**config.mk**
```make
export PLATFORM = sky130hd
export DESIGN_NAME = uart_chan_regs
export DESIGN_NICKNAME = d
export VERILOG_FILES = /design/src/logic/uart_chan_pkg.sv /design/src/logic/uart_chan_regs.sv
export VERILOG_INCLUDE_DIRS = /design/src /design/src/logic
export SDC_FILE = /design/constraint.sdc
export NUM_CORES = 1
export LEC_CHECK = 0
export BUFFER_PORTS_ARGS = -buffer_cell sky130_fd_sc_hd__buf_2
export CELL_PAD_IN_SITES_DETAIL_PLACEMENT = 0
export CELL_PAD_IN_SITES_GLOBAL_PLACEMENT = 1
export CORE_UTILIZATION = 45
export DETAILED_ROUTE_END_ITERATION = 8
export PLACE_DENSITY_LB_ADDON = 0.1
export SYNTH_ARGS = -nofsm -noshare
export SYNTH_HDL_FRONTEND = slang
export SYNTH_SLANG_ARGS = --single-unit
```
**constraint.sdc**
```tcl
create_clock -name I_SYS_CLK -period 2.6 [get_ports I_SYS_CLK]
set_input_delay 0.13 -clock I_SYS_CLK [delete_from_list [all_inputs] [get_ports I_SYS_CLK]]
set_output_delay 0.13 -clock I_SYS_CLK [all_outputs]
set_load 0.03 [all_outputs]
```
**src/logic/uart_chan_map.svh**
```systemverilog
`ifndef UART_CHAN_MAP_SVH
`define UART_CHAN_MAP_SVH
// Register offsets on the 4-bit channel address
`define OFS_HOLD     4'h0
`define OFS_IER      4'h1
`define OFS_ISR      4'h2
`define OFS_LCR      4'h3
`define OFS_MCR      4'h4
`define OFS_LSR      4'h5
`define OFS_MSR      4'h6
`define OFS_SPR      4'h7
`define OFS_FEATURE_CONTROL     4'h8
`define OFS_EFR      4'h9
`define OFS_TXLVL    4'hA
`define OFS_RXLVL    4'hB
`define OFS_FLOW     4'hC
`define OFS_STOP2    4'hD
`define OFS_RESUME1  4'hE
`define OFS_RESUME2  4'hF
// Field positions
`define LCR_DIV_BIT  7
`define EFR_ENH_BIT  4
`define MCR_LOOP_BIT 4
// Enhanced-gated field masks, then the divisor-fraction read mask
`define IER_ENH_MASK 8'hE0
`define ISR_ENH_MASK 8'h30
`define FCR_ENH_MASK 8'h30
`define MCR_ENH_MASK 8'hEC
`define MSW_ENH_MASK 8'hFC
`define FRAC_MASK    8'h0F
// Reset values
`define RST_BYTE     8'h00
`define RST_NIB      4'h0
`endif

```
**src/logic/uart_chan_pkg.sv**
```systemverilog
package uart_chan_pkg;
  typedef struct packed {
    logic [7:0] div_low;
    logic [7:0] div_high;
    logic [3:0] div_frac;
    logic [7:0] interrupt_enable;
    logic [7:0] fifo_control;
    logic [7:0] line_control;
    logic [7:0] modem_control;
    logic [7:0] feature_control;
    logic [7:0] enhanced_function;
    logic [7:0] tx_trig;
    logic [7:0] rx_trig;
    logic [7:0] stop1;
    logic [7:0] stop2;
    logic [7:0] resume1;
    logic [7:0] resume2;
    logic [7:0] hd_delay;
  } cfg_t;

  typedef struct packed {
    logic [7:0] rx_data;
    logic [5:0] isr_low;
    logic [7:0] line_status;
    logic [7:0] tx_level;
    logic [7:0] rx_level;
    logic [3:0] flow_evt;
  } status_t;

  typedef struct packed {
    logic       tx_wr;
    logic [7:0] tx_data;
    logic       rx_rd;
    logic       isr_rd;
    logic       lsr_rd;
    logic       msr_rd;
    logic       fcr_wr;
  } pulse_t;
endpackage

```
**src/logic/uart_chan_regs.sv**
```systemverilog
// Function
// - Enhanced fields writable only when enhanced bit set
// - Gated fields read zero, written as zero otherwise
// - Flow-character flags clear after read, upper zero
// - Modem-control bits 2,3 are storage, no pins
// - Modem-control bits 2,3 loop back to status
// - Shared offsets: read and write reach different registers
`include "uart_chan_map.svh"

module uart_chan_regs #(
  parameter int SYNC_STAGES = 2
) (
  input  wire logic                   I_SYS_CLK,
  input  wire logic                   I_ARST_N,
  input  wire logic                   I_CS_N,
  input  wire logic                   I_RD_N,
  input  wire logic                   I_WR_N,
  input  wire logic [3:0]             I_ADDR,
  input  wire logic [7:0]             I_DATA,
  input  wire logic [3:0]             I_MODEM_N,
  input  wire uart_chan_pkg::status_t I_STATUS,
  output      logic [7:0]             O_DATA,
  output      logic                   O_DATA_OE,
  output      uart_chan_pkg::cfg_t    O_CFG,
  output      uart_chan_pkg::pulse_t  O_PULSE
);

  initial begin
    if (SYNC_STAGES < 2) $error("SYNC_STAGES must be at least 2");
  end

  ////////////////////////////////////////////////////////////////////////////////
  // Pin synchronisers; address and data travel with the strobes

  localparam int SW = 3 + 4 + 8 + 4;
  logic [SW-1:0] sync_q [SYNC_STAGES];
  logic [SW-1:0] pins_s;
  logic          cs_n_s;
  logic          rd_n_s;
  logic          wr_n_s;
  logic [3:0]    addr_s;
  logic [7:0]    wdata_s;
  logic [3:0]    modem_n_s;

  always_ff @(posedge I_SYS_CLK or negedge I_ARST_N) begin
    if (!I_ARST_N) begin
      for (int i = 0; i < SYNC_STAGES; i++) sync_q[i] <= {SW{1'b1}};
    end else begin
      sync_q[0] <= {I_CS_N, I_RD_N, I_WR_N, I_ADDR, I_DATA, I_MODEM_N};
      for (int i = 1; i < SYNC_STAGES; i++) sync_q[i] <= sync_q[i-1];
    end
  end

  assign pins_s = sync_q[SYNC_STAGES-1];
  assign {cs_n_s, rd_n_s, wr_n_s, addr_s, wdata_s, modem_n_s} = pins_s;

  ////////////////////////////////////////////////////////////////////////////////
  // Strobe edges: one action per bus cycle however long it lasts

  logic rd_act;
  logic wr_act;
  logic rd_act_q;
  logic wr_act_q;
  logic rd_stb;
  logic wr_stb;

  assign rd_act = !cs_n_s && !rd_n_s;
  assign wr_act = !cs_n_s && !wr_n_s;
  assign rd_stb = rd_act && !rd_act_q;
  assign wr_stb = wr_act && !wr_act_q;

  always_ff @(posedge I_SYS_CLK or negedge I_ARST_N) begin
    if (!I_ARST_N) begin
      rd_act_q <= 1'b0;
      wr_act_q <= 1'b0;
    end else begin
      rd_act_q <= rd_act;
      wr_act_q <= wr_act;
    end
  end

  ////////////////////////////////////////////////////////////////////////////////
  // Register storage

  logic [7:0] div_low_q, div_high_q, ier_q, fcr_q, lcr_q, mcr_q, spr_q;
  logic [7:0] feature_control_q, efr_q, tx_trig_q, rx_trig_q, hd_delay_q;
  logic [7:0] stop1_q, stop2_q, resume1_q, resume2_q;
  logic [3:0] div_frac_q;
  logic       enh;
  logic       dlab;
  logic [7:0] ier_eff, fcr_eff, mcr_eff, hd_eff;

  assign enh  = efr_q[`EFR_ENH_BIT];
  assign dlab = lcr_q[`LCR_DIV_BIT];

  // Gating applies on read and on use, so stale enhanced bits never act
  function automatic logic [7:0] gate(input logic [7:0] v, input logic [7:0] m,
                                      input logic en);
    gate = en ? v : (v & ~m);
  endfunction

  function automatic logic hit(input logic [3:0] a, input logic [3:0] ofs);
    hit = (a == ofs);
  endfunction

  assign ier_eff = gate(ier_q, `IER_ENH_MASK, enh);
  assign fcr_eff = gate(fcr_q, `FCR_ENH_MASK, enh);
  assign mcr_eff = gate(mcr_q, `MCR_ENH_MASK, enh);
  assign hd_eff  = gate(hd_delay_q, `MSW_ENH_MASK, enh);

  logic [7:0] wd_ier, wd_fcr, wd_mcr, wd_msw;
  assign wd_ier = gate(wdata_s, `IER_ENH_MASK, enh);
  assign wd_fcr = gate(wdata_s, `FCR_ENH_MASK, enh);
  assign wd_mcr = gate(wdata_s, `MCR_ENH_MASK, enh);
  assign wd_msw = gate(wdata_s, `MSW_ENH_MASK, enh);

  always_ff @(posedge I_SYS_CLK or negedge I_ARST_N) begin
    if (!I_ARST_N) begin
      div_low_q  <= `RST_BYTE;
      div_high_q <= `RST_BYTE;
      div_frac_q <= `RST_NIB;
      ier_q      <= `RST_BYTE;
      fcr_q      <= `RST_BYTE;
      lcr_q      <= `RST_BYTE;
      mcr_q      <= `RST_BYTE;
      spr_q      <= `RST_BYTE;
      feature_control_q     <= `RST_BYTE;
      efr_q      <= `RST_BYTE;
      tx_trig_q  <= `RST_BYTE;
      rx_trig_q  <= `RST_BYTE;
      hd_delay_q <= `RST_BYTE;
      stop1_q    <= `RST_BYTE;
      stop2_q    <= `RST_BYTE;
      resume1_q  <= `RST_BYTE;
      resume2_q  <= `RST_BYTE;
    end else if (wr_stb) begin
      case (addr_s)
        `OFS_HOLD:    if (dlab) div_low_q <= wdata_s;
        `OFS_IER: begin
          if (dlab) div_high_q <= wdata_s;
          else ier_q <= wd_ier;
        end
        `OFS_ISR: begin
          if (dlab) div_frac_q <= wdata_s[3:0];
          else fcr_q <= wd_fcr;
        end
        `OFS_LCR:     lcr_q      <= wdata_s;
        `OFS_MCR:     mcr_q      <= wd_mcr;
        `OFS_MSR:     hd_delay_q <= wd_msw;
        `OFS_SPR:     spr_q      <= wdata_s;
        `OFS_FEATURE_CONTROL:    feature_control_q     <= wdata_s;
        `OFS_EFR:     efr_q      <= wdata_s;
        `OFS_TXLVL:   tx_trig_q  <= wdata_s;
        `OFS_RXLVL:   rx_trig_q  <= wdata_s;
        `OFS_FLOW:    stop1_q    <= wdata_s;
        `OFS_STOP2:   stop2_q    <= wdata_s;
        `OFS_RESUME1: resume1_q  <= wdata_s;
        `OFS_RESUME2: resume2_q  <= wdata_s;
        default: ;
      endcase
    end
  end

  ////////////////////////////////////////////////////////////////////////////////
  // Flow-character flags, cleared by a read; a new event wins over the clear

  logic [3:0] flow_q;
  logic       flow_rd;
  assign flow_rd = rd_stb && hit(addr_s, `OFS_FLOW);

  always_ff @(posedge I_SYS_CLK or negedge I_ARST_N) begin
    if (!I_ARST_N) flow_q <= `RST_NIB;
    else flow_q <= (flow_rd ? `RST_NIB : flow_q) | I_STATUS.flow_evt;
  end

  ////////////////////////////////////////////////////////////////////////////////
  // Modem status; loopback replaces the pins so no outside pin is needed

  logic       loop;
  logic [3:0] mdm_now;
  logic [3:0] mdm_q;
  logic [3:0] delta_q;
  logic       msr_rd;

  assign loop    = mcr_q[`MCR_LOOP_BIT];
  // Order is cd, ri, dsr, cts; bits 2 and 3 of modem control only act here
  assign mdm_now = loop ? {mcr_eff[3], mcr_eff[2], mcr_q[0], mcr_q[1]}
                        : ~modem_n_s;
  assign msr_rd  = rd_stb && hit(addr_s, `OFS_MSR);

  always_ff @(posedge I_SYS_CLK or negedge I_ARST_N) begin
    if (!I_ARST_N) begin
      mdm_q   <= `RST_NIB;
      delta_q <= `RST_NIB;
    end else begin
      mdm_q   <= mdm_now;
      delta_q <= (msr_rd ? `RST_NIB : delta_q) | (mdm_q ^ mdm_now);
    end
  end

  ////////////////////////////////////////////////////////////////////////////////
  // Read multiplexer

  logic [7:0] rd_mux;
  logic [7:0] isr_val;

  assign isr_val = gate({fcr_q[0], fcr_q[0], I_STATUS.isr_low},
                        `ISR_ENH_MASK, enh);

  always_comb begin
    rd_mux = `RST_BYTE;
    case (addr_s)
      `OFS_HOLD:  rd_mux = dlab ? div_low_q : I_STATUS.rx_data;
      `OFS_IER:   rd_mux = dlab ? div_high_q : ier_eff;
      `OFS_ISR:   rd_mux = dlab ? ({4'h0, div_frac_q} & `FRAC_MASK)
                                : isr_val;
      `OFS_LCR:   rd_mux = lcr_q;
      `OFS_MCR:   rd_mux = mcr_eff;
      `OFS_LSR:   rd_mux = I_STATUS.line_status;
      `OFS_MSR:   rd_mux = {mdm_q, delta_q};
      `OFS_SPR:   rd_mux = spr_q;
      `OFS_FEATURE_CONTROL:  rd_mux = feature_control_q;
      `OFS_EFR:   rd_mux = efr_q;
      `OFS_TXLVL: rd_mux = I_STATUS.tx_level;
      `OFS_RXLVL: rd_mux = I_STATUS.rx_level;
      `OFS_FLOW:  rd_mux = {4'h0, flow_q};
      default:    rd_mux = `RST_BYTE;
    endcase
  end

  ////////////////////////////////////////////////////////////////////////////////
  // Outputs, all registered

  always_ff @(posedge I_SYS_CLK or negedge I_ARST_N) begin
    if (!I_ARST_N) begin
      O_DATA    <= `RST_BYTE;
      O_DATA_OE <= 1'b0;
    end else begin
      O_DATA_OE <= rd_act;
      if (rd_stb) O_DATA <= rd_mux;
    end
  end

  always_ff @(posedge I_SYS_CLK or negedge I_ARST_N) begin
    if (!I_ARST_N) begin
      O_PULSE <= '0;
    end else begin
      O_PULSE.tx_wr   <= wr_stb && hit(addr_s, `OFS_HOLD) && !dlab;
      O_PULSE.tx_data <= wdata_s;
      O_PULSE.rx_rd   <= rd_stb && hit(addr_s, `OFS_HOLD) && !dlab;
      O_PULSE.isr_rd  <= rd_stb && hit(addr_s, `OFS_ISR) && !dlab;
      O_PULSE.lsr_rd  <= rd_stb && hit(addr_s, `OFS_LSR);
      O_PULSE.msr_rd  <= msr_rd;
      O_PULSE.fcr_wr  <= wr_stb && hit(addr_s, `OFS_ISR) && !dlab;
    end
  end

  // Bits 2 and 3 of modem control stay internal: masked from the core
  always_ff @(posedge I_SYS_CLK or negedge I_ARST_N) begin
    if (!I_ARST_N) begin
      O_CFG <= '0;
    end else begin
      O_CFG.div_low  <= div_low_q;
      O_CFG.div_high <= div_high_q;
      O_CFG.div_frac <= div_frac_q;
      O_CFG.interrupt_enable      <= ier_eff;
      O_CFG.fifo_control      <= fcr_eff;
      O_CFG.line_control      <= lcr_q;
      O_CFG.modem_control      <= {mcr_eff[7:4], 2'b00, mcr_eff[1:0]};
      O_CFG.feature_control     <= feature_control_q;
      O_CFG.enhanced_function      <= efr_q;
      O_CFG.tx_trig  <= tx_trig_q;
      O_CFG.rx_trig  <= rx_trig_q;
      O_CFG.stop1    <= stop1_q;
      O_CFG.stop2    <= stop2_q;
      O_CFG.resume1  <= resume1_q;
      O_CFG.resume2  <= resume2_q;
      O_CFG.hd_delay <= hd_eff;
    end
  end
endmodule // uart_chan_regs

```
==> impl_metrics.tcl <==
set metrics [dict create \
    status "finished clean" \
    place.gp.congestion 0.849 \
    seqCellArea_mm2 0.00826 \
    grt_pass1_vias 7607 \
    critPathMaxStageDelay_ns 0.76 \
    finalWorstPathRequiredPeriod_ns 2.38 \
    whs_path_depth 3 \
    root_buffer "clkbuf_16" \
    rows 58 \
    wl_met3_um 1380 \
    holdCritPathClass "primary input to flop" \
    yosys.area.top_type "dfrtp_1" \
    routed_wirelength_um 31400 \
    overflow 0 \
    netlist_area_mm2 0.0115 \
    die_h_um 162 \
    cts_tree "yes" \
    place_inst 1298 \
    period_share_pct 91.6 \
    clock_sinks 328 \
    final_cells 1382 \
    via_count 7291 \
    end_kind "flop" \
    critPathMaxFanout 20 \
    worst_pin_slew_ns 0.613 \
    drive_above_1_share_pct 43.8 \
    area_growth_pct 25.8 \
    max_cap_violations 0 \
    coreArea_mm2 0.0252 \
    synth-edff-count 0 \
    startpoint "pins_s[12]" \
    fillers 2069 \
    hold_path.startpoint "I_STATUS[33]" \
    portBuffers 207 \
    r2r_slack_ns 0.22 \
    ant_nets 0 \
    min_to "O_DATA[5]" \
    yosys_warnings 0 \
    hold_buffers 24 \
    ys.flop_type "dfrtp_1" \
    clk_pin_slew_ns 0.06 \
    diodes 0 \
    avgRoutedWirePerCell_um 22.7 \
    powerDensity_mw_per_mm2 874 \
    power_leakage_nw 7.19 \
    ys_async_sr_fraction_pct 100 \
    slew_violations 0 \
    multi_input_area_mm2 0.00309 \
    top_layer "met4" \
    grt_pass1_wl_um 47300 \
    routed_via_density 5.28 \
    setup_viol 0 \
    final-hold-violation-count 0 \
    grt_usage_pct 24.7 \
    vdd_drop_max_mv 0.607 \
    post-dp-hpwl_um 21600 \
    synth_seq_cells 328 \
    rsz0062_at_grt "no" \
    ys_top_cells_by_area "dfrtp_1 (63%), mux2_2 (12%), dfstp_2 (8.7%)" \
    cts_max_level 2 \
    max-slew-margin-rel_pct 59.0 \
    path_cells "nor2b_1 > nand2_1 > or3_1 > mux2_2" \
    cts_setup_buffers 0 \
    dr_wl_met2_um 15000 \
    firstDrtPassIters 4 \
    yosysSeqAreaShare_pct 71.6 \
    die_area_mm2 0.0263 \
    fin_nets 1091 \
    worstPathArrival_ns 2.77 \
    worst_ep_required_time_ns 2.99 \
    tns_ns 0 \
    die_x_um 162 \
    rr_startpoint "pins_s[12]" \
    numCtsBuffers 34 \
    drt-initial-drc-count 552 \
    grt_max_degree 73 \
    slowest_stage "dfstp_2" \
    io_pins 210 \
    cts_resized 0 \
    syn_inst 766 \
    start_util_pct 45.8 \
    wl_met1_um 14300 \
    synthDominantCellAreaShare_pct 62.9 \
    remaining_drc_errors 0 \
    reg2reg_to "ier_q[1]" \
    worst-r2r-cell-count 4 \
    max_freq_ghz 0.420 \
    antenna_found_initial 0 \
    cts_max_path_buffers 3 \
    synth_cell_types 55 \
    cp-start-kind "flop" \
    syn_area_per_cell_um2 15.1 \
    fin_skew_ns 0.0161 \
    clock_latency_ns 0.52 \
    crit_type "flop to flop" \
]
==> worst max path at each step <==
stage	endpoint	slack, ns	depth (start not counted)
3_5_place_dp	div_high_q[3]	0.32	4
3_3_place_gp	ier_q[4]	0.36	4
6_report	ier_q[1]	0.22	4
2_1_floorplan	fcr_q[0]	0.61	6
5_1_grt	div_high_q[3]	0.14	4
4_1_cts	ier_q[4]	0.30	4
==> metal layers <==
layer,global-route usage [%],up-vias
li1,-,3222
met1,35.4,3776
met2,39.0,243
met3,3.91,50
met4,7.08,0
met5,0,-
==> cell usage in the layout (no fill, tap or decap), drive strengths merged, types with 13 or more instances in the layout <==
master and count:
dfrtp 290, buf 242, mux2 123, nand2 52, clkbuf 51, dfstp 38, o21ai 36, mux2i 24
dlygate4sd3 24, nor2 18, and2 15, nand3 15, nor3 13
==> where the power goes <==
group | total, mW | internal [mW] | switching, mW
logic | 1.70 | 0.604 | 1.10
clock network | 4.91 | 2.99 | 1.92
registers | 6.08 | 5.71 | 0.368
total | 12.7 | 9.30 | 3.38
==> flip-flops by register name (all words and copies together), names as in the netlist, 14 cells and up <==
signal	flops
O_CFG	122
O_PULSE	14
sync_q	19
pins_s	19
==> cell type report <==
cell class                      count  area share (%)
Multi-Input combinational cell    393            21.3
Clock inverter                      9            1.00
Timing Repair Buffer              266            10.9
Inverter                            5           0.129
Clock buffer                       51            6.93
Tap cell                          330            2.85
Sequential cell                   328            56.9
==> cells in the mapped netlist (2+ instances only) <==
library cell  instances
dfrtp_1             290
mux2_2              118
nand2_1              52
dfstp_2              38
o21ai_0              36
clkbuf_1             24
mux2i_1              24
nor2_1               16
and2_1               15
nand3_1              15
buf_2                10
nor3_1               10
a31oi_1               7
a32o_1                7
nor2b_1               7
a21oi_1               6
a22o_1                6
a32oi_1               5
inv_1                 5
mux2_4                5
o211ai_1              5
or3_1                 5
a21o_1                4
a22oi_1               4
xnor2_1               4
and3_1                3
buf_1                 3
nand4_1               3
nor3b_1               3
o22ai_1               3
a2111oi_0             2
a211oi_1              2
a221oi_1              2
a222oi_1              2
buf_4                 2
nand2b_1              2
nor2_2                2
nor3_2                2
==> worst max-delay path: cells and delay by family (launching register included) <==
kind,cells,cell delay [ns]
AND/OR/NAND/NOR,3,1.14
flip-flops,1,0.76
multiplexers,1,0.34
==> per-stage QoR <==
step / area (um2) / util, % / total power, mW / setup slack, ns / hold WS [ns]
2_1_floorplan: 11500 / - / 7.08 / 0.614 / -0.166
3_3_place_gp: 13100 / 52.1 / 7.82 / 0.360 / 0.126
3_5_place_dp: 13100 / 52.1 / 7.85 / 0.316 / 0.132
4_1_cts: 14500 / 57.6 / 12.8 / 0.300 / 0.00468
5_1_grt: 14500 / 57.6 / 13.2 / 0.140 / 0.0505
6_report: 14500 / 57.6 / 12.7 / 0.220 / 0.0382
==> logic make-up after synthesis <==
| logic type | Yosys count | synth area share [%] |
|---|---|---|
| DFF | 328 | 71.6 |
| muxes | 147 | 14.3 |
| and+or+nand+nor | 140 | 6.12 |
| buffers and inverters | 46 | 1.75 |
| xor gates and xnor gates | 4 | 0.304 |
| other | 1 | 0.0325 |
| AOI/OAI and AO/OA | 100 | 5.98 |
Power figures use the tool's default switching activity.
